[config.mk]
export PLATFORM = sky130hd
export DESIGN_NAME = sms_sequencer
export DESIGN_NICKNAME = d
export VERILOG_FILES = /design/src/inc/sms_pkg.sv /design/src/design/sms_sequencer.sv
export SDC_FILE = /design/constraint.sdc
export NUM_CORES = 1
export LEC_CHECK = 0
export BUFFER_PORTS_ARGS = -buffer_cell sky130_fd_sc_hd__buf_2
export CELL_PAD_IN_SITES_DETAIL_PLACEMENT = 2
export CELL_PAD_IN_SITES_GLOBAL_PLACEMENT = 2
export CORE_MARGIN = 1
export CORE_UTILIZATION = 40
export CTS_CLUSTER_SIZE = 14
export DETAILED_ROUTE_END_ITERATION = 10
export PLACE_DENSITY = 0.81
export SLEW_MARGIN = 30
export SYNTH_ARGS = -nofsm -noshare
export SYNTH_HDL_FRONTEND = slang
export SYNTH_SLANG_ARGS = --single-unit
[constraint.sdc]
create_clock -name clk_sys_i -period 6.25 [get_ports clk_sys_i]
set_input_delay 0.3125 -clock clk_sys_i [delete_from_list [all_inputs] [get_ports clk_sys_i]]
set_output_delay 0.3125 -clock clk_sys_i [all_outputs]
set_load 0.005 [all_outputs]
[src/inc/sms_pkg.sv]
// Package of constants and carrier types for the sensor measurement sequencer.
package sms_pkg;

	localparam int unsigned CLK_FREQ_HZ   = 100_000_000;
	// Settle time of a sensing element after power up, in microseconds.
	localparam int unsigned SETTLE_US     = 40;
	localparam int unsigned SETTLE_CYC    = (SETTLE_US * (CLK_FREQ_HZ / 1_000_000) > 0)
		? SETTLE_US * (CLK_FREQ_HZ / 1_000_000) : 1;
	// Sample-and-hold acquisition time, in nanoseconds.
	localparam int unsigned SAMPLE_NS     = 1000;
	localparam int unsigned SAMPLE_CYC    = (SAMPLE_NS * (CLK_FREQ_HZ / 1_000_000) / 1000 > 0)
		? SAMPLE_NS * (CLK_FREQ_HZ / 1_000_000) / 1000 : 1;
	localparam int unsigned CNT_W         = 13;
	// Cycles from a new DAC trial until the synchronised comparator answers it.
	localparam int unsigned CMP_WAIT_CYC  = 3;

	localparam int unsigned ADC_W         = 10;
	localparam int unsigned CH_W          = 3;
	localparam int unsigned STEP_W        = 4;
	localparam int unsigned ACC_CODE_W    = 9;

	localparam logic [CH_W-1:0] CH_PRESS_ACCEL = 3'h0;
	localparam logic [CH_W-1:0] CH_TEMP        = 3'h1;
	localparam logic [CH_W-1:0] CH_BANDGAP     = 3'h2;
	localparam logic [CH_W-1:0] CH_PIN_ZERO    = 3'h3;
	localparam logic [CH_W-1:0] CH_PIN_ONE     = 3'h4;
	localparam logic [CH_W-1:0] CH_REG_MON     = 3'h5;
	localparam logic [CH_W-1:0] CH_LAST        = 3'h5;

	localparam logic [ACC_CODE_W-1:0] ACC_CODE_LOW_FAULT  = 9'h000;
	localparam logic [ACC_CODE_W-1:0] ACC_CODE_HIGH_FAULT = 9'h1ff;

	// Result widths the processor may ask for.
	typedef enum logic [1:0] {
		SMS_FMT_8  = 2'b00,
		SMS_FMT_9  = 2'b01,
		SMS_FMT_10 = 2'b10
	} sms_fmt_e;

	typedef enum logic [1:0] {
		SMS_SRC_PRESS = 2'b00,
		SMS_SRC_ACCEL = 2'b01,
		SMS_SRC_DIRECT = 2'b10
	} sms_src_e;

	typedef struct packed {
		sms_src_e          src;
		logic [CH_W-1:0]   chan;
		logic [STEP_W-1:0] step;
		sms_fmt_e          fmt;
	} sms_req_s;

	typedef struct packed {
		logic [ADC_W-1:0]  data;
		logic [CH_W-1:0]   chan;
		logic [STEP_W-1:0] step;
		logic              fault;
	} sms_res_s;

	typedef enum logic [2:0] {
		SMS_IDLE   = 3'b000,
		SMS_SETTLE = 3'b001,
		SMS_SAMPLE = 3'b010,
		SMS_CONV   = 3'b011,
		SMS_DONE   = 3'b100
	} sms_state_e;

endpackage : sms_pkg

[src/design/sms_sequencer.sv]
// Sensor measurement sequencer with its ten-bit converter control.
// How it works
// - Ten-bit successive-approximation converter with sample-and-hold, six selectable input channels.
// - Channel wiring is fixed: pressure/accel, temperature, band gap, two pins, regulator.
// - Pressure and acceleration go through the interface; others start directly from processor.
// - Selected sensing element powered and allowed to settle before conversion starts.
// - Conversion starts and ends aligned with sampling of the input voltage.
// - Processor sets control then stops; completion raises a wake interrupt.
// - Pressure request powers pressure cell, samples it, converts it.
// - Acceleration request powers acceleration cell, samples it, converts it.
// - Only one sensor connected and measured at a time.
// - Temperature is converted on channel 1.
// - Acceleration results carry a four-bit offset step identifier, 0 to 15.
// - Acceleration codes 1 to 510 valid; 0 and 511 flagged as faults in 9-bit results.
// - Results delivered as 8-, 9- or 10-bit values per request.
module sms_sequencer
	import sms_pkg::*;
(
	input  wire logic              clk_sys_i,     // Bus clock, 100 MHz.
	input  wire logic              nrst_i,        // Asynchronous reset, active low.
	input  wire logic              req_i,         // One-cycle measurement request.
	input  wire sms_req_s          req_cfg_i,     // Request source, channel, step, width.
	output logic                   req_ready_o,   // High while a request may be taken.
	output logic                   press_pwr_o,   // Pressure cell power enable.
	output logic                   accel_pwr_o,   // Acceleration cell power enable.
	output logic [STEP_W-1:0]      accel_step_o,  // Offset step applied to acceleration path.
	output logic [CH_W-1:0]        adc_chan_o,    // Converter input select.
	output logic                   adc_sample_o,  // Sample-and-hold track strobe.
	input  wire logic              sar_cmp_i,     // Comparator output, asynchronous.
	output logic [ADC_W-1:0]       sar_dac_o,     // Trial code to the converter DAC.
	output sms_res_s               result_o,      // Last result.
	output logic                   result_vld_o,  // One-cycle pulse with a new result.
	output logic                   wake_irq_o     // Completion interrupt, one cycle.
);

	////////////////////////////////////////////////////////////////////////////
	sms_state_e          state_r;
	sms_req_s            cur_r;
	logic [CNT_W-1:0]    cnt_r;
	logic [ADC_W-1:0]    sar_r;
	logic [ADC_W-1:0]    bit_r;
	logic                cmp_meta_r;
	logic                cmp_sync_r;
	logic                take;

	// Requests are taken only in idle, so a request during a measurement is dropped.
	assign take = req_i && (state_r == SMS_IDLE);

	// The comparator is analog, so it is synchronised before use.
	always_ff @(posedge clk_sys_i or negedge nrst_i)
	begin
		if (!nrst_i)
		begin
			cmp_meta_r <= 1'b0;
			cmp_sync_r <= 1'b0;
		end
		else
		begin
			cmp_meta_r <= sar_cmp_i;
			cmp_sync_r <= cmp_meta_r;
		end
	end

	////////////////////////////////////////////////////////////////////////////
	// Sequencer.
	always_ff @(posedge clk_sys_i or negedge nrst_i)
	begin
		if (!nrst_i)
		begin
			state_r <= SMS_IDLE;
			cur_r   <= '0;
			cnt_r   <= '0;
		end
		else
		begin
			case (state_r)
				SMS_IDLE:
				begin
					if (take)
					begin
						cur_r <= req_cfg_i;
						// Interface-driven sources are forced onto channel 0.
						if (req_cfg_i.src != SMS_SRC_DIRECT)
							cur_r.chan <= CH_PRESS_ACCEL;
						else if (req_cfg_i.chan > CH_LAST)
							cur_r.chan <= CH_REG_MON;
						if (req_cfg_i.src == SMS_SRC_DIRECT)
						begin
							// Processor-run captures skip the cell power phase.
							state_r <= SMS_SAMPLE;
							cnt_r   <= CNT_W'(SAMPLE_CYC - 1);
						end
						else
						begin
							state_r <= SMS_SETTLE;
							cnt_r   <= CNT_W'(SETTLE_CYC - 1);
						end
					end
				end
				SMS_SETTLE:
				begin
					if (cnt_r == '0)
					begin
						state_r <= SMS_SAMPLE;
						cnt_r   <= CNT_W'(SAMPLE_CYC - 1);
					end
					else
						cnt_r <= cnt_r - 1'b1;
				end
				SMS_SAMPLE:
				begin
					// Conversion begins on the cycle the hold closes.
					if (cnt_r == '0)
					begin
						state_r <= SMS_CONV;
						cnt_r   <= CNT_W'(CMP_WAIT_CYC);
					end
					else
						cnt_r <= cnt_r - 1'b1;
				end
				SMS_CONV:
				begin
					// Each trial waits for the DAC register and the comparator synchroniser.
					// This costs four cycles per bit but keeps every decision on its own trial.
					if (bit_r == '0)
						state_r <= SMS_DONE;
					else if (cnt_r == '0)
						cnt_r <= CNT_W'(CMP_WAIT_CYC);
					else
						cnt_r <= cnt_r - 1'b1;
				end
				SMS_DONE:
					state_r <= SMS_IDLE;
				default:
					state_r <= SMS_IDLE;
			endcase
		end
	end

	////////////////////////////////////////////////////////////////////////////
	// Successive approximation, one bit every four cycles, MSB first.
	always_ff @(posedge clk_sys_i or negedge nrst_i)
	begin
		if (!nrst_i)
		begin
			sar_r <= '0;
			bit_r <= '0;
		end
		else if (state_r == SMS_SAMPLE && cnt_r == '0)
		begin
			sar_r <= {1'b1, {(ADC_W-1){1'b0}}};
			bit_r <= {1'b1, {(ADC_W-1){1'b0}}};
		end
		else if (state_r == SMS_CONV && bit_r != '0 && cnt_r == '0)
		begin
			// The trial reaches the DAC one cycle late and the comparator two more.
			// Deciding only when the wait count runs out judges the current trial.
			sar_r <= (cmp_sync_r ? sar_r : (sar_r & ~bit_r)) | (bit_r >> 1);
			bit_r <= bit_r >> 1;
		end
	end

	////////////////////////////////////////////////////////////////////////////
	// Analog controls: only one cell is ever powered.
	always_ff @(posedge clk_sys_i or negedge nrst_i)
	begin
		if (!nrst_i)
		begin
			press_pwr_o  <= 1'b0;
			accel_pwr_o  <= 1'b0;
			accel_step_o <= '0;
			adc_chan_o   <= CH_PRESS_ACCEL;
			adc_sample_o <= 1'b0;
			sar_dac_o    <= '0;
			req_ready_o  <= 1'b0;
		end
		else
		begin
			press_pwr_o  <= (state_r != SMS_IDLE && state_r != SMS_DONE) &&
				cur_r.src == SMS_SRC_PRESS;
			accel_pwr_o  <= (state_r != SMS_IDLE && state_r != SMS_DONE) &&
				cur_r.src == SMS_SRC_ACCEL;
			accel_step_o <= cur_r.step;
			adc_chan_o   <= cur_r.chan;
			adc_sample_o <= (state_r == SMS_SAMPLE) && (cnt_r != '0);
			sar_dac_o    <= sar_r;
			req_ready_o  <= (state_r == SMS_IDLE) && !req_i;
		end
	end

	////////////////////////////////////////////////////////////////////////////
	// Result formatting and completion interrupt.
	always_ff @(posedge clk_sys_i or negedge nrst_i)
	begin
		if (!nrst_i)
		begin
			result_o     <= '0;
			result_vld_o <= 1'b0;
			wake_irq_o   <= 1'b0;
		end
		else
		begin
			result_vld_o <= (state_r == SMS_DONE);
			wake_irq_o   <= (state_r == SMS_DONE);
			if (state_r == SMS_DONE)
			begin
				result_o.chan  <= cur_r.chan;
				result_o.step  <= (cur_r.src == SMS_SRC_ACCEL) ? cur_r.step : '0;
				result_o.fault <= 1'b0;
				case (cur_r.fmt)
					SMS_FMT_8:  result_o.data <= {2'b00, sar_r[ADC_W-1 -: 8]};
					SMS_FMT_9:
					begin
						result_o.data <= {1'b0, sar_r[ADC_W-1 -: ACC_CODE_W]};
						if (cur_r.src == SMS_SRC_ACCEL)
							result_o.fault <= sar_r[ADC_W-1 -: ACC_CODE_W] == ACC_CODE_LOW_FAULT ||
								sar_r[ADC_W-1 -: ACC_CODE_W] == ACC_CODE_HIGH_FAULT;
					end
					default:    result_o.data <= sar_r;
				endcase
			end
		end
	end

endmodule // sms_sequencer

After elaboration in Yosys (flattened, before gate mapping)
Index checks and enable logic that the tools add are counted.
{"block": "totals", "ff_bits": 89, "in_bits": 15, "out_inout_bits": 41, "wordCells": 90}
{"block": "op_classes", "add_sub_neg": 1, "n_lt_le_gt_ge": 1, "eq_ne": 15, "mux": 23, "bitwise_logic": 3, "reduce_logical": 25}
{"op": "13-bit two-way mux", "n": 4}
{"op": "13-bit case mux with 4 select lines", "n": 1}
{"op": "10-bit two-way mux", "n": 5}
{"op": "10-bit case mux with 2 select lines", "n": 1}
{"op": "3-bit two-way mux", "n": 6}
{"op": "13-bit zero test", "n": 1}
{"op": "13-bit nonzero test", "n": 1}
{"op": "13-bit by 1-bit subtractor with 13-bit output, second input constant", "n": 1}
{"op": "12-bit two-way mux", "n": 1}
{"op": "2-bit inequality test, second input constant", "n": 6}
{"op": "3-bit case mux with 4 select lines", "n": 1}
{"op": "10-bit bitwise AND", "n": 1}
{"op": "10-bit zero test", "n": 1}
{"op": "10-bit inverter", "n": 1}
{"op": "10-bit by 9-bit bitwise OR with 10-bit output", "n": 1}
{"op": "10-bit nonzero test", "n": 1}
{"op": "9-bit equality test, second input constant", "n": 1}
{"op": "1-bit logical AND", "n": 9}
{"op": "9-bit zero test", "n": 1}
{"op": "3-bit by 2-bit equality test with 1-bit output, second input constant", "n": 2}
{"op": "2-bit by 1-bit equality test with 1-bit output, second input constant", "n": 2}
{"op": "2-bit zero test", "n": 2}
{"op": "4-bit two-way mux", "n": 1}
{"op": "4-bit AND reduction", "n": 1}
{"op": "15 further kinds", "n": 16}

Longest topological paths before layout
{"block": "logic_depth", "depth_word": 6, "ltp_mapped": 7, "mapped_depth_nobuf": 6}

Worst setup path after synthesis
OpenSTA, ideal clock, no wires.
{"block": "synth_timing", "path_type": "reg-to-reg", "startpoint": "reg cnt_r[0]", "endpoint": "reg cnt_r[6]", "setup_time_ns": 0.126, "t_arrival_ns": 1.856, "path_slack_ns": 4.268, "stages_incl_launch_ff": 7, "n_path_buf": 0, "period_less_slack_ns": 1.982, "cell_sequence": "dfrtp_1 inv_1 ha_1 nor3b_1 a311o_1 a21oi_1 o32a_1"}
{"block": "synth_via", "elab_chain_cells": 4}
{"item": "from (decl)", "line": "sms_sequencer.sv:39", "source": "logic [CNT_W-1:0] cnt_r;"}
{"item": "from (signal assigned)", "line": "sms_sequencer.sv:91", "source": "cnt_r <= CNT_W'(SAMPLE_CYC - 1);"}
{"item": "from (signal assigned)", "line": "sms_sequencer.sv:96", "source": "cnt_r <= CNT_W'(SETTLE_CYC - 1);"}
{"item": "from (signal assigned)", "line": "sms_sequencer.sv:105", "source": "cnt_r <= CNT_W'(SAMPLE_CYC - 1);"}
{"item": "13-bit by 1-bit subtractor with 13-bit output or 13-bit zero test (tied branches)"}
{"item": "13-bit two-way mux", "line": "sms_sequencer.sv:113, sms_sequencer.sv:127"}
{"item": "13-bit two-way mux", "line": "sms_sequencer.sv:125", "source": "if (bit_r == '0)"}
{"item": "13-bit case mux with 4 select lines (*)", "line": "sms_sequencer.sv:76", "source": "case (state_r)"}
Mark *: on every way between the ends. The rest lies on a longest branch, timed or not. The select of a mux whose other input is x is not followed.
A chain may end at the register's enable or synchronous reset.

Worst setup path after layout
{"block": "layout_timing", "startpoint": "reg cnt_r[0]", "endpoint": "reg sar_r[2]"}
{"block": "layout_via", "elab_chain_cells": 3}
{"item": "13-bit zero test (*)", "line": "sms_sequencer.sv:149, sms_sequencer.sv:154"}
{"item": "1-bit logical AND (on tied branches)", "line": "sms_sequencer.sv:149, sms_sequencer.sv:154"}
{"item": "10-bit two-way mux or 2-bit nonzero test (tied branches)"}
{"item": "to (signal assigned)", "line": "sms_sequencer.sv:151", "source": "sar_r <= {1'b1, {(ADC_W-1){1'b0}}};"}
{"item": "to (signal assigned)", "line": "sms_sequencer.sv:158", "source": "sar_r <= (cmp_sync_r ? sar_r : (sar_r & ~bit_r)) | (bit_r >> 1);"}
{"item": "to (decl)", "line": "sms_sequencer.sv:40", "source": "logic [ADC_W-1:0] sar_r;"}
Mark *: on every way between the ends. The rest lies on a longest branch, timed or not.

==> run_results.csv <==
group,metric,value,unit
critical_path,required,6480,ps
route,dr.pass1.iters,4,
grt,gr-total-overflow,0,
synthesis,synth_mux_area_share,5.43,%
synthesis,synth_area,0.00394,mm²
power_and_ir_drop,total_power,1.89,mW
critical_path,cp_cell_sequence,"inv_1 > ha_1 > nor4b_2 > nand4_1 > a32oi_1 > o21ai_0",
die,die-area,0.0102,mm²
route,drt-total-wl,10300,µm
die,ios,56,
synthesis,synth-main-ff-cell,"dfrtp_1",
critical_path,crit_family,"simple AND/OR/NAND/NOR gates",
clock_tree,cts_buffer_depth,2,
cells_and_area,area_growth,14.4,%
timing,setup_tns,0,ps
die,core_area,0.00937,mm²
clock_tree,cts_tree,"yes",
synthesis,seq_area_frac_synth,56.5,%
synthesis,yosysWarnings,0,
die,die_h,101,µm
clock_tree,cts_root_buf,"clkbuf_8",
route,num_vias,3055,
cells_and_area,final_common_cell,"dfrtp_1",
critical_path,r2r_start,"cnt_r[0]",
hold_path,hp-class,"primary input to register",
run_status,status,"finished clean",
synthesis,synth-seq-cells,89,
synthesis,synthXorXnorAreaFrac,0,%
route,drt-initial-drc-count,80,
critical_path,critPathBufInv,1,
grt,grt_pass1_wl,17500,µm
timing,finalHoldViolCount,0,
synthesis,synth_top_family_by_area,"compound AO/OA/AOI/OAI gates",
synthesis,synthArstFlopShare,100,%
power_and_ir_drop,p_per_area,419,mW/mm²
run,drv_cap,0,
timing,fmax,395,MHz
cells_and_area,final_cell_mix,"dfrtp_1 (89), buf_2 (54), nand2_1 (35), o21ai_0 (27), a21oi_1 (20)",
critical_path,critPathArrivalTime,2760,ps
cells_and_area,layout-drive-gt1-share,23.1,%
die,die_x,101,µm
critical_path,path_depth,6,
critical_path,r2r_cells,6,
clock_tree,cts.clk_slew.worst_paths,90,ps
grt,antenna_found_initial,0,
die,start_util,42.0,%
cells_and_area,fin_nets,427,
placement,routabilityCongestion,0.797,
critical_path,reg2reg_to,"sar_r[2]",
clock_tree,h-tree-depth,3,
cells_and_area,stdcell_count,544,
critical_path,crit_path_end_kind,"register",
synthesis,syn-mean-instance-area,10.9,µm²
clock_tree,cts_buffers,9,
clock_tree,clock_latency,360,ps
grt,grt_max_degree,49,
timing,tightest_slew,865,ps
timing,setup_viol,0,
synthesis,synth_fa_ha_area_share,0.635,%
critical_path,rrSetupSlack,3720,ps
power_and_ir_drop,vdd_ir_drop_max,0.172,mV
critical_path,cp-startpoint,"cnt_r[0]",
route,post-route-drc-count,0,
critical_path,critPathSlowestCell,"nand4_1",
synthesis,syn_inst,360,
route,vias_per_cell,5.62,
grt,track_usage,22.3,%
timing,fin_crit,2530,ps
cells_and_area,n_antenna_cell,0,
synthesis,synth-simple-area-share,16.7,%
critical_path,path_max_fanout,13,
placement,dp_hpwl,7320,µm
critical_path,max_stage_delay,640,ps
placement,placed_cells,527,
route,routedWlPerCell,19.0,µm
power_and_ir_drop,p_leak,2.05,nW
timing,finalClockSkew,14.8,ps
timing,period_share,40.5,%
timing,finalMaxSlewViolations,0,
die,num_rows,35,
critical_path,critPathKind,"register to register",
timing,timing.hold.ws,47.9,ps
critical_path,cp-start-kind,"register",
route,drtAntennaViolNets,0,
timing,relSlewSlack,41.9,%
synthesis,ys_types,58,
placement,io_buffers,55,
timing,rsz0062_at_grt,"no",
clock_tree,cts_sinks,89,
synthesis,synth-compound-area-share,17.2,%
grt,grt_pass1_vias,3316,
synthesis,synth_edf_count,0,
critical_path,endpoint,"sar_r[2]",
synthesis,synth.net_count,377,
[power breakdown]
group	switching, mW	leakage [nW]	total [mW]	internal [mW]
clock	0.220	0.0904	0.368	0.148
combinational	0.349	0.779	0.625	0.276
sequential	0.184	1.18	0.895	0.712
total	0.752	2.05	1.89	1.14
[state kept, by name, indices dropped and copies added, names as in the netlist]
| name | cells |
|---|---|
| bit_r | 10 |
| req_ready_o | 1 |
| cur_r | 11 |
| result_o | 18 |
| adc_sample_o | 1 |
| cnt_r | 13 |
| sar_dac_o | 10 |
| sar_r | 10 |
| cmp_meta_r | 1 |
| accel_pwr_o | 1 |
| state_r | 3 |
| press_pwr_o | 1 |
| wake_irq_o | 1 |
| adc_chan_o | 3 |
| accel_step_o | 4 |
| cmp_sync_r | 1 |
[logic make-up (layout without fill, tap and decap cells)]
group / after synthesis / count (layout)
fa+ha+maj: 2 / 2
mux: 20 / 20
simple gates: 119 / 119
flops: 89 / 89
buf+inv: 32 / 87
compound gates: 98 / 98
[synthesized netlist by cell type, types with 2 or more instances]
cell,count,area (µm²)
nor2_1,17,63.8
and2_1,3,18.8
clkbuf_1,13,48.8
nor2b_1,3,18.8
a21oi_1,20,100
nand4_1,7,43.8
nand3b_1,4,30.0
nand2_1,36,135
nor3_1,13,65.1
or4_1,2,15.0
mux2_2,11,124
a41oi_1,3,26.3
nor3b_1,3,22.5
nand3_1,6,30.0
a31oi_1,3,18.8
o31ai_1,2,15.0
nor4_1,6,37.5
dfrtp_1,89,2230
a22o_1,8,70.1
buf_2,4,20.0
nor4b_1,2,17.5
a32oi_1,2,17.5
nand2b_1,5,31.3
a211oi_1,5,37.5
mux2i_1,9,90.1
o22a_1,7,61.3
ha_1,2,25.0
and3_1,2,12.5
o211ai_1,4,30.0
a311oi_1,2,17.5
inv_1,13,48.8
o21ai_0,27,135
o32a_1,2,20.0
[final cells by class]
type / instances / area, µm²
multi-input combinational: 239 / 1590
timing repair buffer: 58 / 303
clock buffer: 9 / 124
sequential: 89 / 2230
fill: 985 / 4870
clock inverter: 7 / 52.6
tap: 129 / 161
inverter: 13 / 48.8
[how the worst min path moves through the flow]
stage               startpoint           end  slack [ps]  cells past startpoint
floorplan               nrst_i   accel_pwr_o          20                      0
global placement        nrst_i  result_o[13]         320                      1
detailed placement      nrst_i  result_o[17]         320                      1
CTS                  sar_cmp_i    cmp_meta_r          40                      1
global route         sar_cmp_i    cmp_meta_r          40                      1
finish               sar_cmp_i    cmp_meta_r          50                      1
[stage by stage]
step	worst slack, ps	instance area, µm²	util, %
3_3_place_gp	3770	4310	45.9
4_1_cts	3730	4500	48.0
6_report	3720	4510	48.1
3_5_place_dp	3780	4310	46.0
2_1_floorplan	4270	3940	-
5_1_grt	3460	4510	48.1
[layer usage]
layer / global-route usage, % / vias up / part of all wire [%]
li1: - / 1430 / -
met1: 30.5 / 1556 / 48
met2: 36.0 / 53 / 47
met3: 2.97 / 16 / 2.5
met4: 8.81 / 0 / 2.1
met5: 0 / - / 0
[what timing repair did]
item,CTS,global route
hold endpoints to repair,41,0
hold buffers,1,0
resized for setup,0,0
buffers inserted,0,0
(Power assumes the default switching activity.)
